`src/pmc_pkg.sv`:
```
package pmc_pkg;
  // Configuration byte addresses (48 and EC dword aligned, 4A is not)
  localparam logic [7:0]  PMC_ADDR_POWER_CS   = 8'h48;
  localparam logic [7:0]  PMC_ADDR_POWER_EXT  = 8'h4A;
  localparam logic [7:0]  PMC_ADDR_PHY_CTRL   = 8'hEC;
  localparam logic [7:0]  PMC_DWORD_MASK      = 8'hFC;

  // Control and status field positions
  localparam int          PMC_STS_BIT         = 15;
  localparam int          PMC_ENB_BIT         = 8;
  localparam int          PMC_STATE_LSB       = 0;
  localparam int          PMC_STATE_W         = 2;
  localparam int          PMC_EXT_LSB         = 16;

  // Byte lanes holding the writable control and status fields
  localparam int          PMC_BE_LOW          = 0;
  localparam int          PMC_BE_HIGH         = 1;

  // PHY control field positions
  localparam int          PMC_ROUTE_BIT       = 7;
  localparam int          PMC_COMPLY_BIT      = 3;
  localparam int          PMC_PHY_W           = 8;

  // Reset values
  localparam logic [15:0] PMC_POWER_CS_RST    = 16'h0000;
  localparam logic [15:0] PMC_POWER_EXT_VAL   = 16'h0000;
  localparam logic [7:0]  PMC_PHY_CTRL_RST    = 8'h08;

  // Serial EEPROM byte that preloads the PHY control register
  localparam logic [7:0]  PMC_EEPROM_PHY_BYTE = 8'h16;

  typedef enum logic [1:0] {
    PMC_D0 = 2'b00,
    PMC_D1 = 2'b01,
    PMC_D2 = 2'b10,
    PMC_D3 = 2'b11
  } pmc_state_t;
endpackage

```
`src/pmc_regs.sv`:
```
// How it works
// [RQ1] Wake events set status regardless of enable
// [RQ2] Writing one clears status and releases wake
// [RQ3] Enable bit gates the wake output
// [RQ4] Enable sticky if cold wake capable, else cleared
// [RQ5] Data scale and select read zero
// [RQ6] Middle reserved bits read zero
// [RQ7] Writable two-bit field selects power state
// [RQ8] Control and status survive D3hot internal reset
// [RQ9] Extension register reads zero, read-only
// [RQ10] Route bit drives inactivity indicator to pin
// [RQ11] EEPROM byte 16h bit 7 loads route bit
// [RQ12] Compliance bit resets to one, EEPROM keeps one
// [RQ13] EEPROM reserved bits must hold zero
// [RQ14] Upper PHY control bits read zero
// [RQ15] Cold wake capability decides enable stickiness
// [RQ16] Writes to read-only fields are ignored
`timescale 1ns/1ns
module pmc_regs (
  input  wire logic                           clk_i,
  input  wire logic                           rst_i,
  input  wire logic                           por_rst_i,
  input  wire logic                           d3hot_reset_i,
  input  wire logic                           cfg_req_i,
  input  wire logic                           cfg_we_i,
  input  wire logic [7:0]                     cfg_addr_i,
  input  wire logic [3:0]                     cfg_be_i,
  input  wire logic [31:0]                    cfg_wdata_i,
  output logic      [31:0]                    cfg_rdata_o,
  output logic                                cfg_ack_o,
  input  wire logic                           wake_event_i,
  input  wire logic                           cold_off_wake_capable_i,
  input  wire logic                           eeprom_load_i,
  input  wire logic [7:0]                     eeprom_byte_i,
  input  wire logic                           cable_inactivity_indicator_i,
  output logic                                inactivity_pin_o,
  output logic                                wake_pin_o,
  output logic                                wake_pin_oe_o,
  output pmc_pkg::pmc_state_t                 power_state_field_o
);
  import pmc_pkg::*;

  // Dword decode, so the low two address bits never matter
  function automatic logic hit(input logic [7:0] addr, input logic [7:0] base);
    hit = (addr & PMC_DWORD_MASK) == (base & PMC_DWORD_MASK);
  endfunction

  logic                      wake_event_status_reg;
  logic                      wake_event_status_next;
  logic                      wake_assert_enable_reg;
  logic                      wake_assert_enable_next;
  pmc_state_t                power_state_field_reg;
  pmc_state_t                power_state_field_next;
  logic [PMC_PHY_W-1:0]      phy_ctrl_reg;
  logic [PMC_PHY_W-1:0]      phy_ctrl_next;
  logic [31:0]               rdata_reg;
  logic [31:0]               rdata_next;
  logic                      ack_reg;
  logic [2:0]                cna_sync_reg;
  logic                      cna_state_reg;
  logic                      cna_state_next;

  wire logic                 sel_power   = hit(cfg_addr_i, PMC_ADDR_POWER_CS);
  wire logic                 sel_phy     = hit(cfg_addr_i, PMC_ADDR_PHY_CTRL);
  wire logic                 wr_power    = cfg_req_i && cfg_we_i && sel_power;
  wire logic                 wr_phy      = cfg_req_i && cfg_we_i && sel_phy;
  wire logic                 rd_req      = cfg_req_i && !cfg_we_i;
  wire logic                 wr_low      = wr_power && cfg_be_i[PMC_BE_LOW];
  wire logic                 wr_high     = wr_power && cfg_be_i[PMC_BE_HIGH];
  wire logic                 sts_clear   = wr_high && cfg_wdata_i[PMC_STS_BIT];
  wire logic [15:0]          power_cs_rd;
  wire logic [31:0]          phy_rd;

  // [RQ5] [RQ6] Only status, enable and state bits are nonzero
  assign power_cs_rd = {wake_event_status_reg, 6'h00, wake_assert_enable_reg, 6'h00,
                        power_state_field_reg};
  // [RQ14] Upper PHY control bits are constant zero
  assign phy_rd      = {24'h000000, phy_ctrl_reg};

  // [RQ1] [RQ2] Set wins over a same-cycle clear
  assign wake_event_status_next = wake_event_i ? 1'b1 :
                                  sts_clear    ? 1'b0 : wake_event_status_reg;

  // [RQ4] [RQ15] Functional reset clears enable unless capable
  assign wake_assert_enable_next =
      (rst_i && !cold_off_wake_capable_i) ? 1'b0 :
      wr_high ? cfg_wdata_i[PMC_ENB_BIT] : wake_assert_enable_reg;

  // [RQ7] Power state is a plain writable field
  assign power_state_field_next =
      wr_low ? pmc_state_t'(cfg_wdata_i[PMC_STATE_LSB +: PMC_STATE_W]) : power_state_field_reg;

  // [RQ11] [RQ13] EEPROM preload takes the whole low byte
  // [RQ16] Host writes reach only the route bit
  always_comb begin
    phy_ctrl_next = phy_ctrl_reg;
    if (d3hot_reset_i) begin
      phy_ctrl_next = PMC_PHY_CTRL_RST;
    end else if (eeprom_load_i) begin
      phy_ctrl_next = eeprom_byte_i;
    end else if (wr_phy && cfg_be_i[PMC_BE_LOW]) begin
      phy_ctrl_next[PMC_ROUTE_BIT] = cfg_wdata_i[PMC_ROUTE_BIT];
    end
  end

  // [RQ9] Extension half of the dword is constant zero
  always_comb begin
    rdata_next = rdata_reg;
    if (rd_req) begin
      if (sel_power) begin
        rdata_next = {PMC_POWER_EXT_VAL, power_cs_rd};
      end else if (sel_phy) begin
        rdata_next = phy_rd;
      end else begin
        rdata_next = 32'h00000000;
      end
    end
  end

  // Sticky wake bits sit on power-on reset so PCI reset keeps status, and keeps enable only if cold wake capable
  // [RQ8] D3hot internal reset leaves these untouched
  always_ff @(posedge clk_i or posedge por_rst_i) begin
    if (por_rst_i) begin
      wake_event_status_reg  <= PMC_POWER_CS_RST[PMC_STS_BIT];
      wake_assert_enable_reg <= PMC_POWER_CS_RST[PMC_ENB_BIT];
    end else begin
      wake_event_status_reg  <= wake_event_status_next;
      wake_assert_enable_reg <= wake_assert_enable_next;
    end
  end

  always_ff @(posedge clk_i or posedge rst_i) begin
    if (rst_i) begin
      power_state_field_reg <= PMC_D0;
    end else begin
      power_state_field_reg <= power_state_field_next;
    end
  end

  // [RQ12] Compliance bit comes up as one
  always_ff @(posedge clk_i or posedge rst_i) begin
    if (rst_i) begin
      phy_ctrl_reg <= PMC_PHY_CTRL_RST;
    end else begin
      phy_ctrl_reg <= phy_ctrl_next;
    end
  end

  // Writes are acked too, so the host never waits on a missing answer
  always_ff @(posedge clk_i or posedge rst_i) begin
    if (rst_i) begin
      rdata_reg <= 32'h00000000;
      ack_reg   <= 1'b0;
    end else begin
      rdata_reg <= rdata_next;
      ack_reg   <= cfg_req_i;
    end
  end

  // Indicator comes from the PHY side, so it is synchronised
  assign cna_state_next = (cna_sync_reg[1] == cna_sync_reg[2]) ? cna_sync_reg[1]
                                                               : cna_state_reg;
  always_ff @(posedge clk_i or posedge rst_i) begin
    if (rst_i) begin
      cna_sync_reg  <= 3'h0;
      cna_state_reg <= 1'b0;
    end else begin
      cna_sync_reg  <= {cna_sync_reg[1:0], cable_inactivity_indicator_i};
      cna_state_reg <= cna_state_next;
    end
  end

  assign cfg_rdata_o         = rdata_reg;
  assign cfg_ack_o           = ack_reg;
  assign power_state_field_o = power_state_field_reg;
  // [RQ10] Route bit gates the indicator onto its pin
  assign inactivity_pin_o    = phy_ctrl_reg[PMC_ROUTE_BIT] & cna_state_reg;
  // [RQ3] Open-drain wake: pull low only while enabled
  assign wake_pin_o          = 1'b0;
  assign wake_pin_oe_o       = wake_event_status_reg & wake_assert_enable_reg;

  a_status_set: assert property ( // [RQ1]
    @(posedge clk_i) disable iff (por_rst_i)
    wake_event_i |=> wake_event_status_reg)
    else $error("wake event did not set status");

  a_status_clear: assert property ( // [RQ2]
    @(posedge clk_i) disable iff (por_rst_i)
    (sts_clear && !wake_event_i) |=> (!wake_event_status_reg && !wake_pin_oe_o))
    else $error("status clear did not release wake");

  a_status_hold: assert property ( // [RQ2]
    @(posedge clk_i) disable iff (por_rst_i)
    (!wake_event_i && !sts_clear) |=> $stable(wake_event_status_reg))
    else $error("status changed without cause");

  a_wake_gate: assert property ( // [RQ3]
    @(posedge clk_i) disable iff (por_rst_i)
    wake_pin_oe_o == (wake_event_status_reg && wake_assert_enable_reg))
    else $error("wake output not gated by enable");

  a_enable_sticky: assert property ( // [RQ4]
    @(posedge clk_i) disable iff (por_rst_i)
    (rst_i && cold_off_wake_capable_i) |=> $stable(wake_assert_enable_reg))
    else $error("sticky enable lost on reset");

  a_enable_cleared: assert property ( // [RQ15]
    @(posedge clk_i) disable iff (por_rst_i)
    (rst_i && !cold_off_wake_capable_i) |=> !wake_assert_enable_reg)
    else $error("enable not cleared by reset");

  a_reserved_zero: assert property ( // [RQ6]
    @(posedge clk_i) disable iff (rst_i)
    (ack_reg && $past(rd_req) && $past(sel_power)) |->
      (cfg_rdata_o[31:16] == 16'h0000 && cfg_rdata_o[14:9] == 6'h00
       && cfg_rdata_o[7:2] == 6'h00))
    else $error("reserved or extension bits read nonzero");

  a_state_write: assert property ( // [RQ7]
    @(posedge clk_i) disable iff (rst_i)
    wr_low |=> power_state_field_o == $past(cfg_wdata_i[1:0]))
    else $error("power state write not taken");

  a_d3hot_keep: assert property ( // [RQ8]
    @(posedge clk_i) disable iff (rst_i)
    (d3hot_reset_i && !wr_power) |=> $stable(power_state_field_reg))
    else $error("state disturbed by internal reset");

  a_route_pin: assert property ( // [RQ10]
    @(posedge clk_i) disable iff (rst_i)
    !phy_ctrl_reg[PMC_ROUTE_BIT] |-> !inactivity_pin_o)
    else $error("indicator driven while not routed");

  a_eeprom_load: assert property ( // [RQ11]
    @(posedge clk_i) disable iff (rst_i)
    (eeprom_load_i && !d3hot_reset_i) |=> phy_ctrl_reg == $past(eeprom_byte_i))
    else $error("EEPROM preload not taken");

  a_phy_upper: assert property ( // [RQ14]
    @(posedge clk_i) disable iff (rst_i)
    (ack_reg && $past(rd_req) && $past(sel_phy)) |-> cfg_rdata_o[31:8] == 24'h000000)
    else $error("upper PHY bits read nonzero");

  a_ro_ignored: assert property ( // [RQ16]
    @(posedge clk_i) disable iff (rst_i)
    (wr_phy && !eeprom_load_i && !d3hot_reset_i) |=>
      phy_ctrl_reg[6:0] == $past(phy_ctrl_reg[6:0]))
    else $error("read-only PHY bits changed by write");

  a_wake_fire: assert property ( // [RQ3]
    @(posedge clk_i) disable iff (por_rst_i)
    (wake_event_i && wake_assert_enable_reg && !wr_high && !rst_i) |=> wake_pin_oe_o)
    else $error("enabled wake event did not drive wake");

  a_status_keep: assert property ( // [RQ2]
    @(posedge clk_i) disable iff (por_rst_i)
    (wr_high && !cfg_wdata_i[PMC_STS_BIT] && !wake_event_i) |=> $stable(wake_event_status_reg))
    else $error("writing zero changed status");

  a_data_zero: assert property ( // [RQ5]
    @(posedge clk_i) disable iff (rst_i)
    (ack_reg && $past(rd_req) && $past(sel_power)) |->
      cfg_rdata_o[14:9] == 6'h00)
    else $error("data scale or select read nonzero");

  a_ext_zero: assert property ( // [RQ9]
    @(posedge clk_i) disable iff (rst_i)
    (ack_reg && $past(rd_req) && $past(sel_power)) |->
      cfg_rdata_o[31:16] == 16'h0000)
    else $error("extension register read nonzero");

  a_comply_load: assert property ( // [RQ12]
    @(posedge clk_i) disable iff (rst_i)
    d3hot_reset_i |=> phy_ctrl_reg == PMC_PHY_CTRL_RST)
    else $error("PHY control not reinitialised");

  a_enable_write: assert property ( // [RQ3]
    @(posedge clk_i) disable iff (por_rst_i)
    (wr_high && !rst_i) |=> wake_assert_enable_reg == $past(cfg_wdata_i[PMC_ENB_BIT]))
    else $error("enable write not taken");

  a_route_write: assert property ( // [RQ10]
    @(posedge clk_i) disable iff (rst_i)
    (wr_phy && cfg_be_i[PMC_BE_LOW] && !eeprom_load_i && !d3hot_reset_i) |=>
      phy_ctrl_reg[PMC_ROUTE_BIT] == $past(cfg_wdata_i[PMC_ROUTE_BIT]))
    else $error("route bit write not taken");

  a_route_follow: assert property ( // [RQ10]
    @(posedge clk_i) disable iff (rst_i)
    (cna_sync_reg[1] && cna_sync_reg[2] && phy_ctrl_reg[PMC_ROUTE_BIT]
     && !wr_phy && !d3hot_reset_i && !eeprom_load_i) |=> inactivity_pin_o)
    else $error("routed indicator not on pin");

  a_d3hot_enable: assert property ( // [RQ8]
    @(posedge clk_i) disable iff (por_rst_i)
    (d3hot_reset_i && !wr_high && !rst_i) |=> $stable(wake_assert_enable_reg))
    else $error("enable disturbed by internal reset");

  a_unmapped_zero: assert property ( // [RQ16]
    @(posedge clk_i) disable iff (rst_i)
    (ack_reg && $past(rd_req) && !$past(sel_power) && !$past(sel_phy)) |->
      cfg_rdata_o == 32'h00000000)
    else $error("unmapped read nonzero");
endmodule

```
`config.mk`:
```
export PLATFORM = sky130hd
export DESIGN_NAME = pmc_regs
export DESIGN_NICKNAME = d
export VERILOG_FILES = /design/src/pmc_pkg.sv /design/src/pmc_regs.sv
export SDC_FILE = /design/constraint.sdc
export NUM_CORES = 1
export LEC_CHECK = 0
export ABC_AREA = 1
export BUFFER_PORTS_ARGS = -buffer_cell sky130_fd_sc_hd__buf_2
export CORE_UTILIZATION = 40
export CTS_BUF_LIST = sky130_fd_sc_hd__clkbuf_16
export DETAILED_ROUTE_END_ITERATION = 8
export HOLD_SLACK_MARGIN = 0.08
export PLACE_DENSITY_LB_ADDON = 0.15
export SKIP_LAST_GASP = 1
export SYNTH_ARGS = -nofsm -noshare
export SYNTH_HDL_FRONTEND = slang
export SYNTH_SLANG_ARGS = --single-unit
```
`constraint.sdc`:
```
create_clock -name clk_i -period 1 [get_ports clk_i]
set_input_delay 0.05 -clock clk_i [delete_from_list [all_inputs] [get_ports clk_i]]
set_output_delay 0.05 -clock clk_i [all_outputs]
set_load 0.01 [all_outputs]
```
== Word level (Yosys, flattened, before mapping) ==
Index checks and enable logic that the tools add are counted.

* Register bits after elaboration: 49
* Bits of input ports: 62
* Output and inout bits: 38
* Word-level logic and storage cells: 39

* Equality and inequality tests: 3
* Mux-type cells: 10
* Bitwise gates (word level): 2
* Reductions and logical operators: 15

{| class="wikitable"
|+ Operators by type and width
! kind !! number
|-
| $mux 16 || 1
|-
| $mux 8 || 2
|-
| $logic_and 1x1->1 || 9
|-
| $mux 7 || 1
|-
| $eq 6x5->1 const B || 1
|-
| $eq 6x6->1 const B || 1
|-
| $mux 1 || 6
|-
| $reduce_bool 2->1 || 3
|-
| $reduce_bool 3->1 || 1
|-
| $and 1x1->1 || 2
|-
| $logic_not 1->1 || 2
|-
| $eq 1x1->1 || 1
|}

== Longest topological paths before layout ==
* Word-level depth: 6
* Gate-level depth with buffers: 7
* Mapped depth without buffers: 7

== Least setup slack after synthesis ==
Ideal clock, no wire load.

* Path type: input port to flip-flop
* From: in rst_i
* To: reg wake_assert_enable_reg
* Library setup time: 0.071 ns
* Arrival time: 0.913 ns
* Data required time: 0.929 ns
* Path slack: 0.016 ns
* Stages: 4
* Buffers on the path: 0
* Cells stage by stage: inv_1 -> or2_2 -> nand2_1 -> nor2_1

* Longest elaborated chain between the ends: 2
* Elaborated cells on any way between the ends: 3
* Those cells by class: 1 x mux; 2 x reduce/logical

{| class="wikitable"
|+ RTL lines
! element !! RTL line !! source
|-
| start: declaration || pmc_regs.sv:21 || <nowiki>input wire logic rst_i,</nowiki>
|-
| $logic_and 1x1->1 * || pmc_regs.sv:86 || <nowiki>(rst_i && !cold_off_wake_capable_i) ? 1'b0 :</nowiki>
|-
| $mux 1 or $reduce_bool 2->1 (tied branches) || - ||
|-
| end signal: assignment || pmc_regs.sv:125 || <nowiki>wake_assert_enable_reg <= PMC_POWER_CS_RST[PMC_ENB_BIT];</nowiki>
|-
| end signal: assignment || pmc_regs.sv:128 || <nowiki>wake_assert_enable_reg <= wake_assert_enable_next;</nowiki>
|-
| end: declaration || pmc_regs.sv:50 || <nowiki>logic wake_assert_enable_reg;</nowiki>
|}

Every way passes the cells marked *; elsewhere a longest branch is shown, timed or not.
A chain may end at the register's enable or synchronous reset.

== Final worst setup path ==
* From: reg phy_ctrl_reg[7]
* To: out inactivity_pin_o

* Longest elaborated chain between the ends: 1

{| class="wikitable"
|+ RTL lines
! element !! RTL line !! source
|-
| start: declaration || pmc_regs.sv:54 || <nowiki>logic [PMC_PHY_W-1:0] phy_ctrl_reg;</nowiki>
|-
| start signal: assignment || pmc_regs.sv:145 || <nowiki>phy_ctrl_reg <= phy_ctrl_next;</nowiki>
|-
| $and 1x1->1 || pmc_regs.sv:177 || <nowiki>assign inactivity_pin_o = phy_ctrl_reg[PMC_ROUTE_BIT] & cna_state_reg;</nowiki>
|-
| end: declaration || pmc_regs.sv:36 || <nowiki>output logic inactivity_pin_o,</nowiki>
|}

No other way between the ends.

==> metrics.md <==
| Metric | Value |
|---|---|
| Root Buffer | clkbuf_16 |
| Final Cell Area | 1830 µm² |
| Synthesis Warnings | 0 |
| First-pass GRT wire length | 4.49 mm |
| Area Overhead vs Synth | 34.0% |
| Clock buffers created by TritonCTS | 3 |
| Final nets | approximately 290 |
| MaxCap Viol Count | 0 |
| FF+latch count, synth | 27 |
| Starting DRC count in detailed routing | 13 |
| Worst Setup End Kind | output pin |
| Overflow after GRT | 0 |
| Fin crit period | 0.943 ns |
| Buf/Inv on CP | 2 |
| Setup Skew | 0.00253 ns |
| CP Max Fanout | 3 |
| Netlist area before placement | 1360 µm² |
| Area share of the largest cell type after synthesis | 47.7% |
| Post-synthesis cell type count | 20 |
| Htree depth | 1 |
| Placed cell areas | 1570 µm² |
| Status | complete, no violations |
| Largest cells by area after synthesis | dfrtp_1 (48%), nand2_1 (13%), buf_4 (13%) |
| Fillcell total | slightly below 300 |
| Worst skew pair latency | ~0.26 ns |
| VDD IR-drop max | 779 µV |
| Layout cell share with drive strength beyond 1 | 30.6% |
| ANT cells | 0 |
| Largest net degree at the start of global routing | 26 |
| Total Die Area | 3650 µm² |
| Final period utilization | 94.3% |
| HP Class | primary input to flip-flop |
| Ports | 100 |
| CP max-delay cell | dfrtp_1 |
| RSZ-0062 raised after global routing | no |
| Via count of the first global-routing pass | about 1,100 |
| Syn_area_per_cell | around 8.9 µm² |
| DR WL/cell | 9.99 µm |
| Most common cell after layout, fill and taps aside | nand2_1 |
| WL final | 2.66 mm |
| Sequential fraction of the synthesis area | 49.6% |
| Most frequent cells in the layout | nand2_1 (48), buf_2 (45), dfrtp_1 (26), conb_1 (23), dlygate4sd3_1 (18) |
| Routed via count | 1,150 |
| Vias/cell | 4.32 |
| Post-DRT Antenna Nets | 0 |
| Initial antenna violation count | 0 |
| DIE WIDTH | slightly above 60 µm |
| Largest register FFs | 10 |
| CTS tree | built |
| Starting Density | a little over two fifths |
| Setup TNS | 0 ns |
| Clock tree buffer depth | 2 |
| Final hold vios | 0 |
| Setup CP Type | flip-flop to output pin |
| IO buf count | 45 |
| Leakage | between 1 and 1.5 nW |
| RD Place Congestion | 0.759 |
| Crit path required time | 0.95 ns |
| Top delay family on crit path | flip-flops |
| Core area | 3150 µm² |
| Slew Viols, Final | 0 |
| Post-route DRC | 0 |
| Detailed-placement wirelength estimate | 1.96 mm |
| Post-CTS sizing | 0 |
| Biggest area consumer among synthesized cells | dfrtp_1 |
| Reg clk slew, reported paths | ~0.070 ns |
| DRT Pass-1 Iters | 4 |
| GRT Total Usage | between 15 and 20% |
| CTS Sinks | 27 |
| # rows | 20 |
| Synth Instances | 154 |
| Power Density | 1310 nW/µm² |
| Crit path cell chain | nand2_1 -> inv_1 -> buf_2 |
| F_max | 1.06 GHz |
| Final setup vio count | 0 |
| Crit start category | flip-flop |
| Die Ht | between 60 and 70 µm |
| Largest stage delay, worst path | 0.40 ns |
| Worst EP arrival | 0.89 ns |
[path summary, 6_finish.rpt]
| kind | startpoint | endpoint | slack [ns] | depth (start not counted) |
|---|---|---|---|---|
| min reg2reg | cna_sync_reg[0] | cna_sync_reg[1] | 0.35 | 0 |
| min in group asynchronous | por_rst_i | wake_assert_enable_reg | 0.18 | 3 |
| max in group asynchronous | rst_i | phy_ctrl_reg[3] | 0.29 | 4 |
| max | phy_ctrl_reg[7] | inactivity_pin_o | 0.06 | 3 |
| min | cfg_wdata_i[7] | phy_ctrl_reg[7] | 0.08 | 5 |
| max reg2reg | cna_state_reg | cna_state_reg | 0.14 | 1 |
[cells by family after synthesis]
logic type,after synthesis,share of synthesized area [%]
AO/OA/AOI/OAI,15,7.16
adder cells (fa/ha/maj),1,0.734
buffers and inverters,38,17.3
flip-flops,27,49.6
other,1,0.275
AND/OR/NAND/NOR,72,24.9
[per-layer routing]
layer	routed length, µm	up-vias	share of wire [%]	track usage [%]
li1	-	575	-	-
met1	1190	523	45	20.2
met3	116	4	4.4	2.99
met5	0	-	0	0
met4	59	0	2.2	7.97
met2	1300	48	49	30.0
[what timing repair did]
action | CTS | global route
hold buffers | 18 | 0
setup buffers | 0 | 0
hold endpoints to repair | 39 | 0
[synthesized netlist by cell type]
cell type / instances
nand2_1: 48
maj3_1: 1
nand4_1: 2
o21ai_1: 8
dfstp_2: 1
nor2_4: 3
conb_1: 1
a22o_1: 6
nor2_1: 2
dfrtp_1: 26
inv_1: 12
nor2_2: 5
nand3_2: 2
nand3_1: 7
a21oi_1: 1
buf_4: 23
inv_2: 2
buf_6: 1
or2_2: 1
nand2_2: 2
[stage by stage]
| step | cells | hold WS, ns | power (mW) | setup WS (ns) | utilization [%] |
|---|---|---|---|---|---|
| floorplan | 176 | -0.209 | 1.39 | 0.0157 | - |
| global placement | 244 | -0.102 | 1.43 | 0.153 | 49.6 |
| detailed placement | 244 | -0.0934 | 1.44 | 0.101 | 49.6 |
| CTS | 266 | 0.0811 | 2.42 | 0.0496 | 58.0 |
| global route | 266 | 0.126 | 2.50 | 0.00817 | 58.0 |
| finish | 266 | 0.0837 | 2.39 | 0.0573 | 58.0 |
[report_power, final]
| part | internal, mW | switching, mW |
|---|---|---|
| Clock | 0.544 | 0.379 |
| Sequential | 1.13 | 0.0220 |
| Combinational | 0.141 | 0.174 |
[layout make-up]
cell class | count | area [µm²] | area share, %
Clock buffer | 3 | 75.1 | 4.11
Clock inverter | 1 | 7.51 | 0.411
Inverter | 14 | 52.6 | 2.87
Multi-Input combinational cell | 111 | 533 | 29.2
Sequential cell | 27 | 677 | 37.0
Tap cell | 44 | 55.1 | 3.01
Timing Repair Buffer | 66 | 428 | 23.4
Power figures use the tool's default switching activity.
